## src/design/cafd_pkg.sv

```systemverilog
// What this block does
// RULE_01: Each instruction word is 16 bits and one whole word is fetched per instruction cycle.
// RULE_02: The next instruction is fetched while the current one executes, in a two-stage pipe.
// RULE_03: Instructions take one cycle, except branches and the two table transfers.
// RULE_04: The instruction pointer is 16 bits wide and reaches 64K words of 16 bits.
// RULE_05: Program fetch runs internal only, locked internal, external only or mixed.
// RULE_06: Mixed mode never applies code protection to program memory.
// RULE_07: Special registers, accumulator and instruction pointer among them, sit in data space.
// RULE_08: A two-register move copies a byte file to file without touching the accumulator.
// RULE_09: The ALU works between the 8-bit accumulator and any file register.
// RULE_10: The ALU is 8 bits and adds, subtracts, shifts and does logic in two's complement.
// RULE_11: The multiplier takes two bytes and gives the full 16-bit product in one cycle.
// RULE_12: ALU operations update the carry, nibble, zero and signed-wrap flags per instruction.
// RULE_13: In subtraction the carry and nibble flags report a borrow out of bit 7 and bit 3.
// RULE_14: The signed-wrap flag is set when a signed result leaves the range -128 to 127.
// RULE_15: The signed-wrap flag comes only from the carries into and out of bit 7 of the byte.
// RULE_16: The zero flag marks a zero result and the nibble flag the carry from bit 3 to bit 4.
package cafd_pkg;
	localparam int DW = 8;
	localparam int IW = 16;
	localparam int AW = 16;
	localparam int INT_WORDS = 16384;

	localparam logic [3:0] OP_NOP   = 4'h0;
	localparam logic [3:0] OP_MOVWF = 4'h1;
	localparam logic [3:0] OP_MOVF  = 4'h2;
	localparam logic [3:0] OP_ADDWF = 4'h3;
	localparam logic [3:0] OP_SUBWF = 4'h4;
	localparam logic [3:0] OP_ANDWF = 4'h5;
	localparam logic [3:0] OP_IORWF = 4'h6;
	localparam logic [3:0] OP_XORWF = 4'h7;
	localparam logic [3:0] OP_RLCF  = 4'h8;
	localparam logic [3:0] OP_RRCF  = 4'h9;
	localparam logic [3:0] OP_MULWF = 4'ha;
	localparam logic [3:0] OP_MOVFF = 4'hb;
	localparam logic [3:0] OP_ADDLW = 4'hc;
	localparam logic [3:0] OP_GOTO  = 4'hd;
	localparam logic [3:0] OP_TBLRD = 4'he;
	localparam logic [3:0] OP_TBLWT = 4'hf;
	localparam int DEST_BIT = 8;

	localparam logic [7:0] SFR_ACC   = 8'h00;
	localparam logic [7:0] SFR_FLAGS = 8'h01;
	localparam logic [7:0] SFR_PCL   = 8'h02;
	localparam logic [7:0] SFR_PCH   = 8'h03;
	localparam logic [7:0] SFR_PRODL = 8'h04;
	localparam logic [7:0] SFR_PRODH = 8'h05;
	localparam logic [7:0] SFR_TBLL  = 8'h06;
	localparam logic [7:0] SFR_TBLH  = 8'h07;
	localparam logic [7:0] SFR_COUNT = 8'h08;

	localparam logic [2:0] REG_CTRL   = 3'h0;
	localparam logic [2:0] REG_STATUS = 3'h1;
	localparam logic [2:0] REG_ACC    = 3'h2;
	localparam logic [2:0] REG_PCL    = 3'h3;
	localparam logic [2:0] REG_PCH    = 3'h4;
	localparam logic [2:0] REG_PRODL  = 3'h5;
	localparam logic [2:0] REG_PRODH  = 3'h6;
	localparam int CTRL_RUN  = 0;
	localparam int CTRL_MODE = 1;
	localparam int CTRL_PROT = 3;

	localparam logic [1:0] MODE_INT    = 2'b00;
	localparam logic [1:0] MODE_LOCKED = 2'b01;
	localparam logic [1:0] MODE_EXT    = 2'b10;
	localparam logic [1:0] MODE_MIXED  = 2'b11;

	localparam logic [7:0]  RST_BYTE = 8'h00;
	localparam logic [15:0] RST_WORD = 16'h0000;

	typedef enum logic [1:0] {
		ST_RUN   = 2'b00,
		ST_FLUSH = 2'b01,
		ST_TBL   = 2'b10
	} cafd_state_t;

	typedef struct packed {
		logic ov;
		logic z;
		logic dc;
		logic c;
	} cafd_flags_t;

	typedef struct packed {
		logic [7:0]  res;
		cafd_flags_t f;
	} cafd_alu_t;
endpackage : cafd_pkg

```

## src/design/cafd_core.sv

```systemverilog
`timescale 1ns/1ps
module cafd_core #(
	parameter int INT_WORDS = cafd_pkg::INT_WORDS
) (
	input  wire logic        mclk,
	input  wire logic        nrst,
	input  wire logic        clk_en,
	output logic [15:0]      prog_addr_q,
	output logic             prog_ext_q,
	input  wire logic [15:0] prog_rdata,
	output logic [15:0]      prog_wdata_q,
	output logic             prog_we_q,
	output logic [7:0]       data_raddr_q,
	input  wire logic [7:0]  data_rdata,
	output logic [7:0]       data_waddr_q,
	output logic [7:0]       data_wdata_q,
	output logic             data_we_q,
	input  wire logic [2:0]  sw_addr,
	input  wire logic [7:0]  sw_wdata,
	input  wire logic        sw_wr,
	input  wire logic        sw_rd,
	output logic [7:0]       sw_rdata_q
);
	cafd_pkg::cafd_state_t state_q;
	cafd_pkg::cafd_flags_t flags_q;
	cafd_pkg::cafd_flags_t flg_val;
	cafd_pkg::cafd_alu_t   alu;
	logic [15:0] ir_q;
	logic [15:0] pc_q;
	logic [7:0]  acc_q;
	logic [7:0]  pch_q;
	logic [15:0] prod_q;
	logic [15:0] tblptr_q;
	logic        run_q;
	logic [1:0]  mode_q;
	logic        prot_q;
	logic        adv;
	logic        prot_act;
	logic        tbl_int;
	logic [7:0]  fval;
	logic [3:0]  op;
	logic        wr_en;
	logic [7:0]  wr_addr;
	logic [7:0]  wr_val;
	logic        acc_wr;
	logic [7:0]  acc_val;
	logic [3:0]  flg_wr;
	logic        prod_wr;
	logic        br;
	logic [15:0] br_tgt;
	logic        tbl;
	logic        fetch_ok;
	localparam logic [7:0] RST_B = cafd_pkg::RST_BYTE;

	function automatic cafd_pkg::cafd_alu_t add8(input logic [7:0] a, input logic [7:0] b,
		input logic cin);
		logic [4:0] lo;
		logic [3:0] mid;
		logic [1:0] hi;
		cafd_pkg::cafd_alu_t r;
		lo = {1'b0, a[3:0]} + {1'b0, b[3:0]} + {4'h0, cin};
		mid = {1'b0, a[6:4]} + {1'b0, b[6:4]} + {3'h0, lo[4]};
		hi = {1'b0, a[7]} + {1'b0, b[7]} + {1'b0, mid[3]};
		r.res = {hi[0], mid[2:0], lo[3:0]};
		r.f.c = hi[1];
		r.f.dc = lo[4]; // RULE_16
		r.f.ov = hi[1] ^ mid[3]; // RULE_14 RULE_15
		r.f.z = (r.res == 8'h00); // RULE_16
		return r;
	endfunction : add8

	// Words beyond the on-chip size go out on the external bus in mixed mode; external mode sends every word out
	function automatic logic ext_sel(input logic [15:0] a, input logic [1:0] m);
		logic e;
		case (m)
			cafd_pkg::MODE_EXT:   e = 1'b1;
			cafd_pkg::MODE_MIXED: e = (32'(a) >= INT_WORDS);
			default:              e = 1'b0;
		endcase
		return e;
	endfunction : ext_sel

	assign adv = clk_en & run_q;
	assign op = ir_q[15:12];
	assign prot_act = prot_q & (mode_q != cafd_pkg::MODE_MIXED); // RULE_06
	assign tbl_int = !ext_sel(tblptr_q, mode_q);
	assign fetch_ok = (state_q != cafd_pkg::ST_TBL) && !br && !tbl;

	// Special registers answer in data space ahead of the memory
	always_comb begin
		if (data_raddr_q < cafd_pkg::SFR_COUNT) begin // RULE_07
			case (data_raddr_q)
				cafd_pkg::SFR_ACC:   fval = acc_q;
				cafd_pkg::SFR_FLAGS: fval = {4'h0, flags_q};
				cafd_pkg::SFR_PCL:   fval = pc_q[7:0];
				cafd_pkg::SFR_PCH:   fval = pch_q;
				cafd_pkg::SFR_PRODL: fval = prod_q[7:0];
				cafd_pkg::SFR_PRODH: fval = prod_q[15:8];
				cafd_pkg::SFR_TBLL:  fval = tblptr_q[7:0];
				default:             fval = tblptr_q[15:8];
			endcase
		end else if (data_we_q && data_waddr_q == data_raddr_q) begin
			// Write is still in flight, so forward it rather than read stale memory
			fval = data_wdata_q;
		end else begin
			fval = data_rdata;
		end
	end

	always_comb begin
		alu = '0;
		wr_en = 1'b0;
		wr_addr = ir_q[7:0];
		wr_val = RST_B;
		acc_wr = 1'b0;
		acc_val = RST_B;
		flg_wr = 4'h0;
		flg_val = flags_q;
		prod_wr = 1'b0;
		br = 1'b0;
		br_tgt = {pch_q, ir_q[7:0]};
		tbl = 1'b0;
		if (state_q == cafd_pkg::ST_RUN) begin
			case (op)
				cafd_pkg::OP_MOVWF: begin
					alu.res = acc_q;
				end
				cafd_pkg::OP_MOVF: begin
					alu.res = fval;
					alu.f.z = (fval == 8'h00); // RULE_16
					flg_wr = 4'b0100;
				end
				cafd_pkg::OP_ADDWF: begin
					alu = add8(fval, acc_q, 1'b0); // RULE_09 RULE_10
					flg_wr = 4'b1111;
				end
				cafd_pkg::OP_SUBWF: begin
					alu = add8(fval, ~acc_q, 1'b1); // RULE_10
					alu.f.c = ~alu.f.c; // RULE_13
					alu.f.dc = ~alu.f.dc; // RULE_13
					flg_wr = 4'b1111;
				end
				cafd_pkg::OP_ANDWF: begin
					alu.res = fval & acc_q; // RULE_09
					alu.f.z = (alu.res == 8'h00);
					flg_wr = 4'b0100;
				end
				cafd_pkg::OP_IORWF: begin
					alu.res = fval | acc_q;
					alu.f.z = (alu.res == 8'h00);
					flg_wr = 4'b0100;
				end
				cafd_pkg::OP_XORWF: begin
					alu.res = fval ^ acc_q;
					alu.f.z = (alu.res == 8'h00);
					flg_wr = 4'b0100;
				end
				cafd_pkg::OP_RLCF: begin
					alu.res = {fval[6:0], flags_q.c}; // RULE_10
					alu.f.c = fval[7];
					flg_wr = 4'b0001;
				end
				cafd_pkg::OP_RRCF: begin
					alu.res = {flags_q.c, fval[7:1]};
					alu.f.c = fval[0];
					flg_wr = 4'b0001;
				end
				cafd_pkg::OP_MULWF: begin
					prod_wr = 1'b1; // RULE_11
				end
				cafd_pkg::OP_MOVFF: begin
					wr_en = 1'b1; // RULE_08
					wr_addr = {4'h0, ir_q[11:8]};
					wr_val = fval;
				end
				cafd_pkg::OP_ADDLW: begin
					alu = add8(ir_q[7:0], acc_q, 1'b0);
					flg_wr = 4'b1111; // RULE_12
					acc_wr = 1'b1;
					acc_val = alu.res;
				end
				cafd_pkg::OP_GOTO: begin
					br = 1'b1; // RULE_03
				end
				cafd_pkg::OP_TBLRD: begin
					tbl = 1'b1; // RULE_03
				end
				cafd_pkg::OP_TBLWT: begin
					tbl = 1'b1;
				end
				default: begin
				end
			endcase
			flg_val = alu.f;
			if (op >= cafd_pkg::OP_MOVWF && op <= cafd_pkg::OP_RRCF) begin
				if (op == cafd_pkg::OP_MOVWF || ir_q[cafd_pkg::DEST_BIT]) begin
					wr_en = 1'b1;
					wr_val = alu.res;
				end else begin
					acc_wr = 1'b1;
					acc_val = alu.res;
				end
			end
		end else if (state_q == cafd_pkg::ST_TBL && op == cafd_pkg::OP_TBLRD) begin
			wr_en = 1'b1;
			// Protected internal words read back as zero
			if (prot_act && tbl_int) begin // RULE_06
				wr_val = RST_B;
			end else begin
				wr_val = ir_q[cafd_pkg::DEST_BIT] ? prog_rdata[15:8] : prog_rdata[7:0];
			end
		end
		if (wr_en && wr_addr == cafd_pkg::SFR_PCL) begin
			br = 1'b1; // RULE_07
			br_tgt = {pch_q, wr_val};
		end
	end

	// Fetch of the next word overlaps execution of the current one
	always_ff @(posedge mclk or negedge nrst) begin
		if (!nrst) begin
			state_q <= cafd_pkg::ST_FLUSH;
			pc_q <= cafd_pkg::RST_WORD;
			prog_addr_q <= cafd_pkg::RST_WORD;
			prog_ext_q <= 1'b0;
			ir_q <= cafd_pkg::RST_WORD;
			data_raddr_q <= RST_B;
		end else if (adv) begin
			if (fetch_ok) begin
				ir_q <= prog_rdata; // RULE_01 RULE_02
				data_raddr_q <= prog_rdata[7:0];
			end
			if (br) begin
				pc_q <= br_tgt; // RULE_04
				prog_addr_q <= br_tgt;
				prog_ext_q <= ext_sel(br_tgt, mode_q);
				state_q <= cafd_pkg::ST_FLUSH; // RULE_03
			end else if (tbl) begin
				prog_addr_q <= tblptr_q;
				prog_ext_q <= ext_sel(tblptr_q, mode_q);
				state_q <= cafd_pkg::ST_TBL; // RULE_03
			end else begin
				case (state_q)
					cafd_pkg::ST_TBL: begin
						prog_addr_q <= pc_q;
						prog_ext_q <= ext_sel(pc_q, mode_q);
						state_q <= cafd_pkg::ST_FLUSH;
					end
					default: begin
						pc_q <= pc_q + 16'h0001; // RULE_04
						prog_addr_q <= pc_q + 16'h0001;
						prog_ext_q <= ext_sel(pc_q + 16'h0001, mode_q); // RULE_05
						state_q <= cafd_pkg::ST_RUN;
					end
				endcase
			end
		end
	end

	always_ff @(posedge mclk or negedge nrst) begin
		if (!nrst) begin
			acc_q <= RST_B;
		end else if (adv) begin
			if (wr_en && wr_addr == cafd_pkg::SFR_ACC) begin
				acc_q <= wr_val; // RULE_07
			end else if (acc_wr) begin
				acc_q <= acc_val; // RULE_09
			end
		end
	end

	always_ff @(posedge mclk or negedge nrst) begin
		if (!nrst) begin
			flags_q <= '0;
		end else if (adv) begin
			if (wr_en && wr_addr == cafd_pkg::SFR_FLAGS) begin
				flags_q <= cafd_pkg::cafd_flags_t'(wr_val[3:0]);
			end else begin
				flags_q <= (flg_val & flg_wr) | (flags_q & ~flg_wr); // RULE_12
			end
		end
	end

	always_ff @(posedge mclk or negedge nrst) begin
		if (!nrst) begin
			pch_q <= RST_B;
			prod_q <= cafd_pkg::RST_WORD;
			tblptr_q <= cafd_pkg::RST_WORD;
		end else if (adv) begin
			if (prod_wr) begin
				prod_q <= 16'(acc_q * fval); // RULE_11
			end
			if (wr_en) begin
				case (wr_addr)
					cafd_pkg::SFR_PCH:   pch_q <= wr_val;
					cafd_pkg::SFR_PRODL: prod_q[7:0] <= wr_val;
					cafd_pkg::SFR_PRODH: prod_q[15:8] <= wr_val;
					cafd_pkg::SFR_TBLL:  tblptr_q[7:0] <= wr_val;
					cafd_pkg::SFR_TBLH:  tblptr_q[15:8] <= wr_val;
					default: begin
					end
				endcase
			end
		end
	end

	// Only plain file registers reach the external data bus
	always_ff @(posedge mclk or negedge nrst) begin
		if (!nrst) begin
			data_we_q <= 1'b0;
			data_waddr_q <= RST_B;
			data_wdata_q <= RST_B;
		end else if (clk_en) begin
			data_we_q <= adv & wr_en & (wr_addr >= cafd_pkg::SFR_COUNT);
			if (adv && wr_en) begin
				data_waddr_q <= wr_addr;
				data_wdata_q <= wr_val;
			end
		end
	end

	always_ff @(posedge mclk or negedge nrst) begin
		if (!nrst) begin
			prog_we_q <= 1'b0;
			prog_wdata_q <= cafd_pkg::RST_WORD;
		end else if (clk_en) begin
			prog_we_q <= 1'b0;
			if (adv && tbl && op == cafd_pkg::OP_TBLWT) begin
				prog_we_q <= !(prot_act && tbl_int); // RULE_06
				prog_wdata_q <= {fval, acc_q};
			end
		end
	end

	// Protection is sticky: once set only reset lifts it
	always_ff @(posedge mclk or negedge nrst) begin
		if (!nrst) begin
			run_q <= 1'b0;
			mode_q <= cafd_pkg::MODE_INT;
			prot_q <= 1'b0;
		end else if (clk_en && sw_wr && sw_addr == cafd_pkg::REG_CTRL) begin
			run_q <= sw_wdata[cafd_pkg::CTRL_RUN];
			mode_q <= sw_wdata[cafd_pkg::CTRL_MODE +: 2]; // RULE_05
			prot_q <= prot_q | sw_wdata[cafd_pkg::CTRL_PROT];
		end
	end

	always_ff @(posedge mclk or negedge nrst) begin
		if (!nrst) begin
			sw_rdata_q <= RST_B;
		end else if (clk_en) begin
			sw_rdata_q <= RST_B;
			if (sw_rd) begin
				case (sw_addr)
					cafd_pkg::REG_CTRL:   sw_rdata_q <= {4'h0, prot_q, mode_q, run_q};
					cafd_pkg::REG_STATUS: sw_rdata_q <= {2'b00, state_q, flags_q};
					cafd_pkg::REG_ACC:    sw_rdata_q <= acc_q;
					cafd_pkg::REG_PCL:    sw_rdata_q <= pc_q[7:0];
					cafd_pkg::REG_PCH:    sw_rdata_q <= pc_q[15:8];
					cafd_pkg::REG_PRODL:  sw_rdata_q <= prod_q[7:0];
					cafd_pkg::REG_PRODH:  sw_rdata_q <= prod_q[15:8];
					default:              sw_rdata_q <= RST_B;
				endcase
			end
		end
	end
endmodule : cafd_core

```

## config.mk

```make
export PLATFORM = sky130hd
export DESIGN_NAME = cafd_core
export DESIGN_NICKNAME = d
export VERILOG_FILES = /design/src/design/cafd_pkg.sv /design/src/design/cafd_core.sv
export SDC_FILE = /design/constraint.sdc
export NUM_CORES = 1
export LEC_CHECK = 0
export BUFFER_PORTS_ARGS = -buffer_cell sky130_fd_sc_hd__buf_2
export CAP_MARGIN = 10
export CORE_MARGIN = 2
export CORE_UTILIZATION = 50
export CTS_CLUSTER_SIZE = 10
export DETAILED_ROUTE_END_ITERATION = 6
export PLACE_DENSITY_LB_ADDON = 0.1
export SLEW_MARGIN = 10
export SYNTH_ARGS = -nofsm -noshare
export SYNTH_HDL_FRONTEND = slang
export SYNTH_SLANG_ARGS = --single-unit
```

## constraint.sdc

```tcl
create_clock -name mclk -period 6.4 [get_ports mclk]
set_clock_uncertainty 0.2 [all_clocks]
set_input_delay 0.32 -clock mclk [delete_from_list [all_inputs] [get_ports mclk]]
set_output_delay 0.32 -clock mclk [all_outputs]
set_load 0.02 [all_outputs]
```

==> results.cfg <==
[outcome]
status = completed

[logic_synthesis]
syn-num-nets = 1597
async_flop_share = 1.00
ys.warnings.count = 0
yosys_most_used_dff = dfrtp_1
avgSynthCellArea_um2 = 8.60
syn_area_mm2 = 0.0124
synth-edff-count = 0
synth-simple-area-share = 0.173
synth-seq-area-share = 0.300
synth_xor_area_frac = 0.0339
synthAdderAreaFrac = 0.144
ys_seq_elements = 149
synth_cells = 1443
synth_top_family_by_area = compound AO/OA/AOI/OAI gates
synthMuxAreaShare = 0.0748
yosysUniqueCellTypes = 91
synth-compound-area-share = 0.212

[cells_and_area]
post-route-cell-area_mm2 = 0.0146
antenna_cells = 0
regArea_mm2 = 0.00373
layout_common_cells = 161 x nor2_1, 148 x dfrtp_1, 143 x nand2_1
post-route-util = 0.601
fill_cells = 2275
drive_above_1_share = 0.205
final_common_cell = nor2_1
multiInputGateArea_mm2 = 0.00797
instances_no_fill = 1944
nets = 1761
area_growth_pct = 17.8

[grt]
grt_pass1_wl_um = 74200
grt_max_degree = 66
grt_overflow = 0
use_met3 = 0.0868
met2_usage = 0.577
grt-busiest-layer = met2
antenna_found_initial = 1
use_met1 = 0.545
grt_pass1_vias = 11893
track_usage = 0.381

[placed_design]
gp_congestion = 1.04
hpwl_um = 37400
portBuffers = 102
dp_cells = 1888
place_area_mm2 = 0.0138

[power_and_ir_drop]
p_leak_nw = 6.70
cellPowerDensity_mw_per_mm2 = 596
ir_drop_mv = 0.790

[detailed_routing]
vias = 12257
wl_per_cell_um = 25.2
detail-route-antenna-nets = 0
routed_wl_um = 48900
drt_iter0_drc = 1509
viasPerCell = 6.31
drc = 0
dr.pass1.iters = 5

[clock_tree]
path_clk_slew_ps = 70
cts_tree = built
numCtsBuffers = 17
clock-sinks = 149
clock_path_buffers = 2
cts_htree_levels = 4
clock_latency_ps = 440
clock-root-buffer = clkbuf_16

[sta]
holdWs_ps = 19.2
fin_crit_sh = 0.968
worst_pin_slew_ps = 949
rsz0062_at_grt = true
final_hold_viol_count = 0
setup_tns_ps = 0
setup_violations = 0
fmax_mhz = 161
slew_viol_final = 0
fin_crit_ps = 6200
slew_headroom = 0.367

[die]
start_util = 0.511
rows = 57
die_w_um = 162
coreArea_mm2 = 0.0243
boundaryPins = 107
fp.dieArea_mm2 = 0.0261
fp.dieH_um = 162

[worst_setup_path]
crit_type = flop to flop
cp.required_ps = 6490
cp_top_family = compound AO/OA/AOI/OAI gates
crit_buf_inv = 7
start_kind = flop
crit_top_cell = buf_4
cp.arrival_ps = 6280
slowest_stage = fa_1
r2r_slack_ps = 200
slowest_delay_ps = 440
cp-end-kind = flop
path_max_fanout = 4

[hold_path]
hold_path_class = input pin to flop

[run]
max_cap_violations = 0
[logic make-up after synthesis]
group / Yosys count
adder cells (fa/ha/maj): 114
multiplexers: 81
AND/OR/NAND/NOR: 463
AO/OA/AOI/OAI: 404
XOR/XNOR: 48
flip-flops: 149
buffers and inverters: 184
[worst min-delay path: stages]
cell and delay [ps]:
buf_2 120, nor2_1 100, o31ai_1 70
[per-layer routing]
metal  vias to the layer above  wire length, um
met3                       121             5460
li1                       5437                -
met5                         -                0
met2                       721            21100
met1                      5978            20700
met4                         0             1600
[area by class of cell]
class / count / area share
Clock inverter: 15 / 0.0106
Sequential cell: 149 / 0.255
Clock buffer: 17 / 0.0291
Tap cell: 324 / 0.0277
Inverter: 96 / 0.0247
Timing Repair Buffer: 233 / 0.108
Multi-Input combinational cell: 1110 / 0.545
[cells in the mapped netlist (32+ instances only)]
| cell | number | area, um^2 |
|---|---|---|
| ha_1 | 66 | 826 |
| nand2_1 | 143 | 537 |
| inv_1 | 83 | 312 |
| nor2_1 | 163 | 612 |
| o21ai_0 | 101 | 505 |
| mux2_2 | 34 | 383 |
| a21oi_1 | 110 | 551 |
| mux2i_1 | 41 | 410 |
| fa_1 | 48 | 961 |
| o22ai_1 | 32 | 200 |
| dfrtp_1 | 148 | 3700 |
| clkbuf_1 | 51 | 191 |
[through the flow]
step | setup slack (ps) | total power [W]
after floorplan | 68.5 | 0.00539
after global placement | 126 | 0.00748
after detailed placement | 147 | 0.00751
after CTS | 125 | 0.00855
after global routing | -88.7 | 0.00930
final | 204 | 0.00871
[flip-flops by register name, indices dropped and copies added (netlist names), 8 cells and up, named ones only]
register and count:
ir_q 9, pc_q 16, tblptr_q 16, acc_q 8, data_wdata_q 8, prog_wdata_q 16
prod_q 16, data_waddr_q 8, pch_q 8, sw_rdata_q 8, prog_addr_q 16
[power by group]
group          internal [W]  switching (W)  leakage (nW)
Combinational       0.00238        0.00371          4.47
Sequential          0.00125       0.000360          1.95
Clock              0.000523       0.000493         0.282
[path summary, 6_finish.rpt]
kind	start	endpoint	cells after the start
worst max-delay path	data_raddr_q[4]	acc_q[7]	28
worst min-delay path	prog_rdata[13]	ir_q[13]	3
worst max register to register	data_raddr_q[4]	acc_q[7]	28
worst min register to register	prog_addr_q[15]	prog_addr_q[15]	2
max in group asynchronous	nrst	tblptr_q[5]	3
min in group asynchronous	nrst	ir_q[8]	2
[timing repair]
item | 4_1_cts | 5_1_grt
buffers inserted | 0 | 4
setup endpoints to repair | 0 | 10
resized for setup | 0 | 13
endpoints found under the hold margin | 82 | 0
hold buffers | 20 | 0
Note: power is estimated with default switching activity, not from simulation.
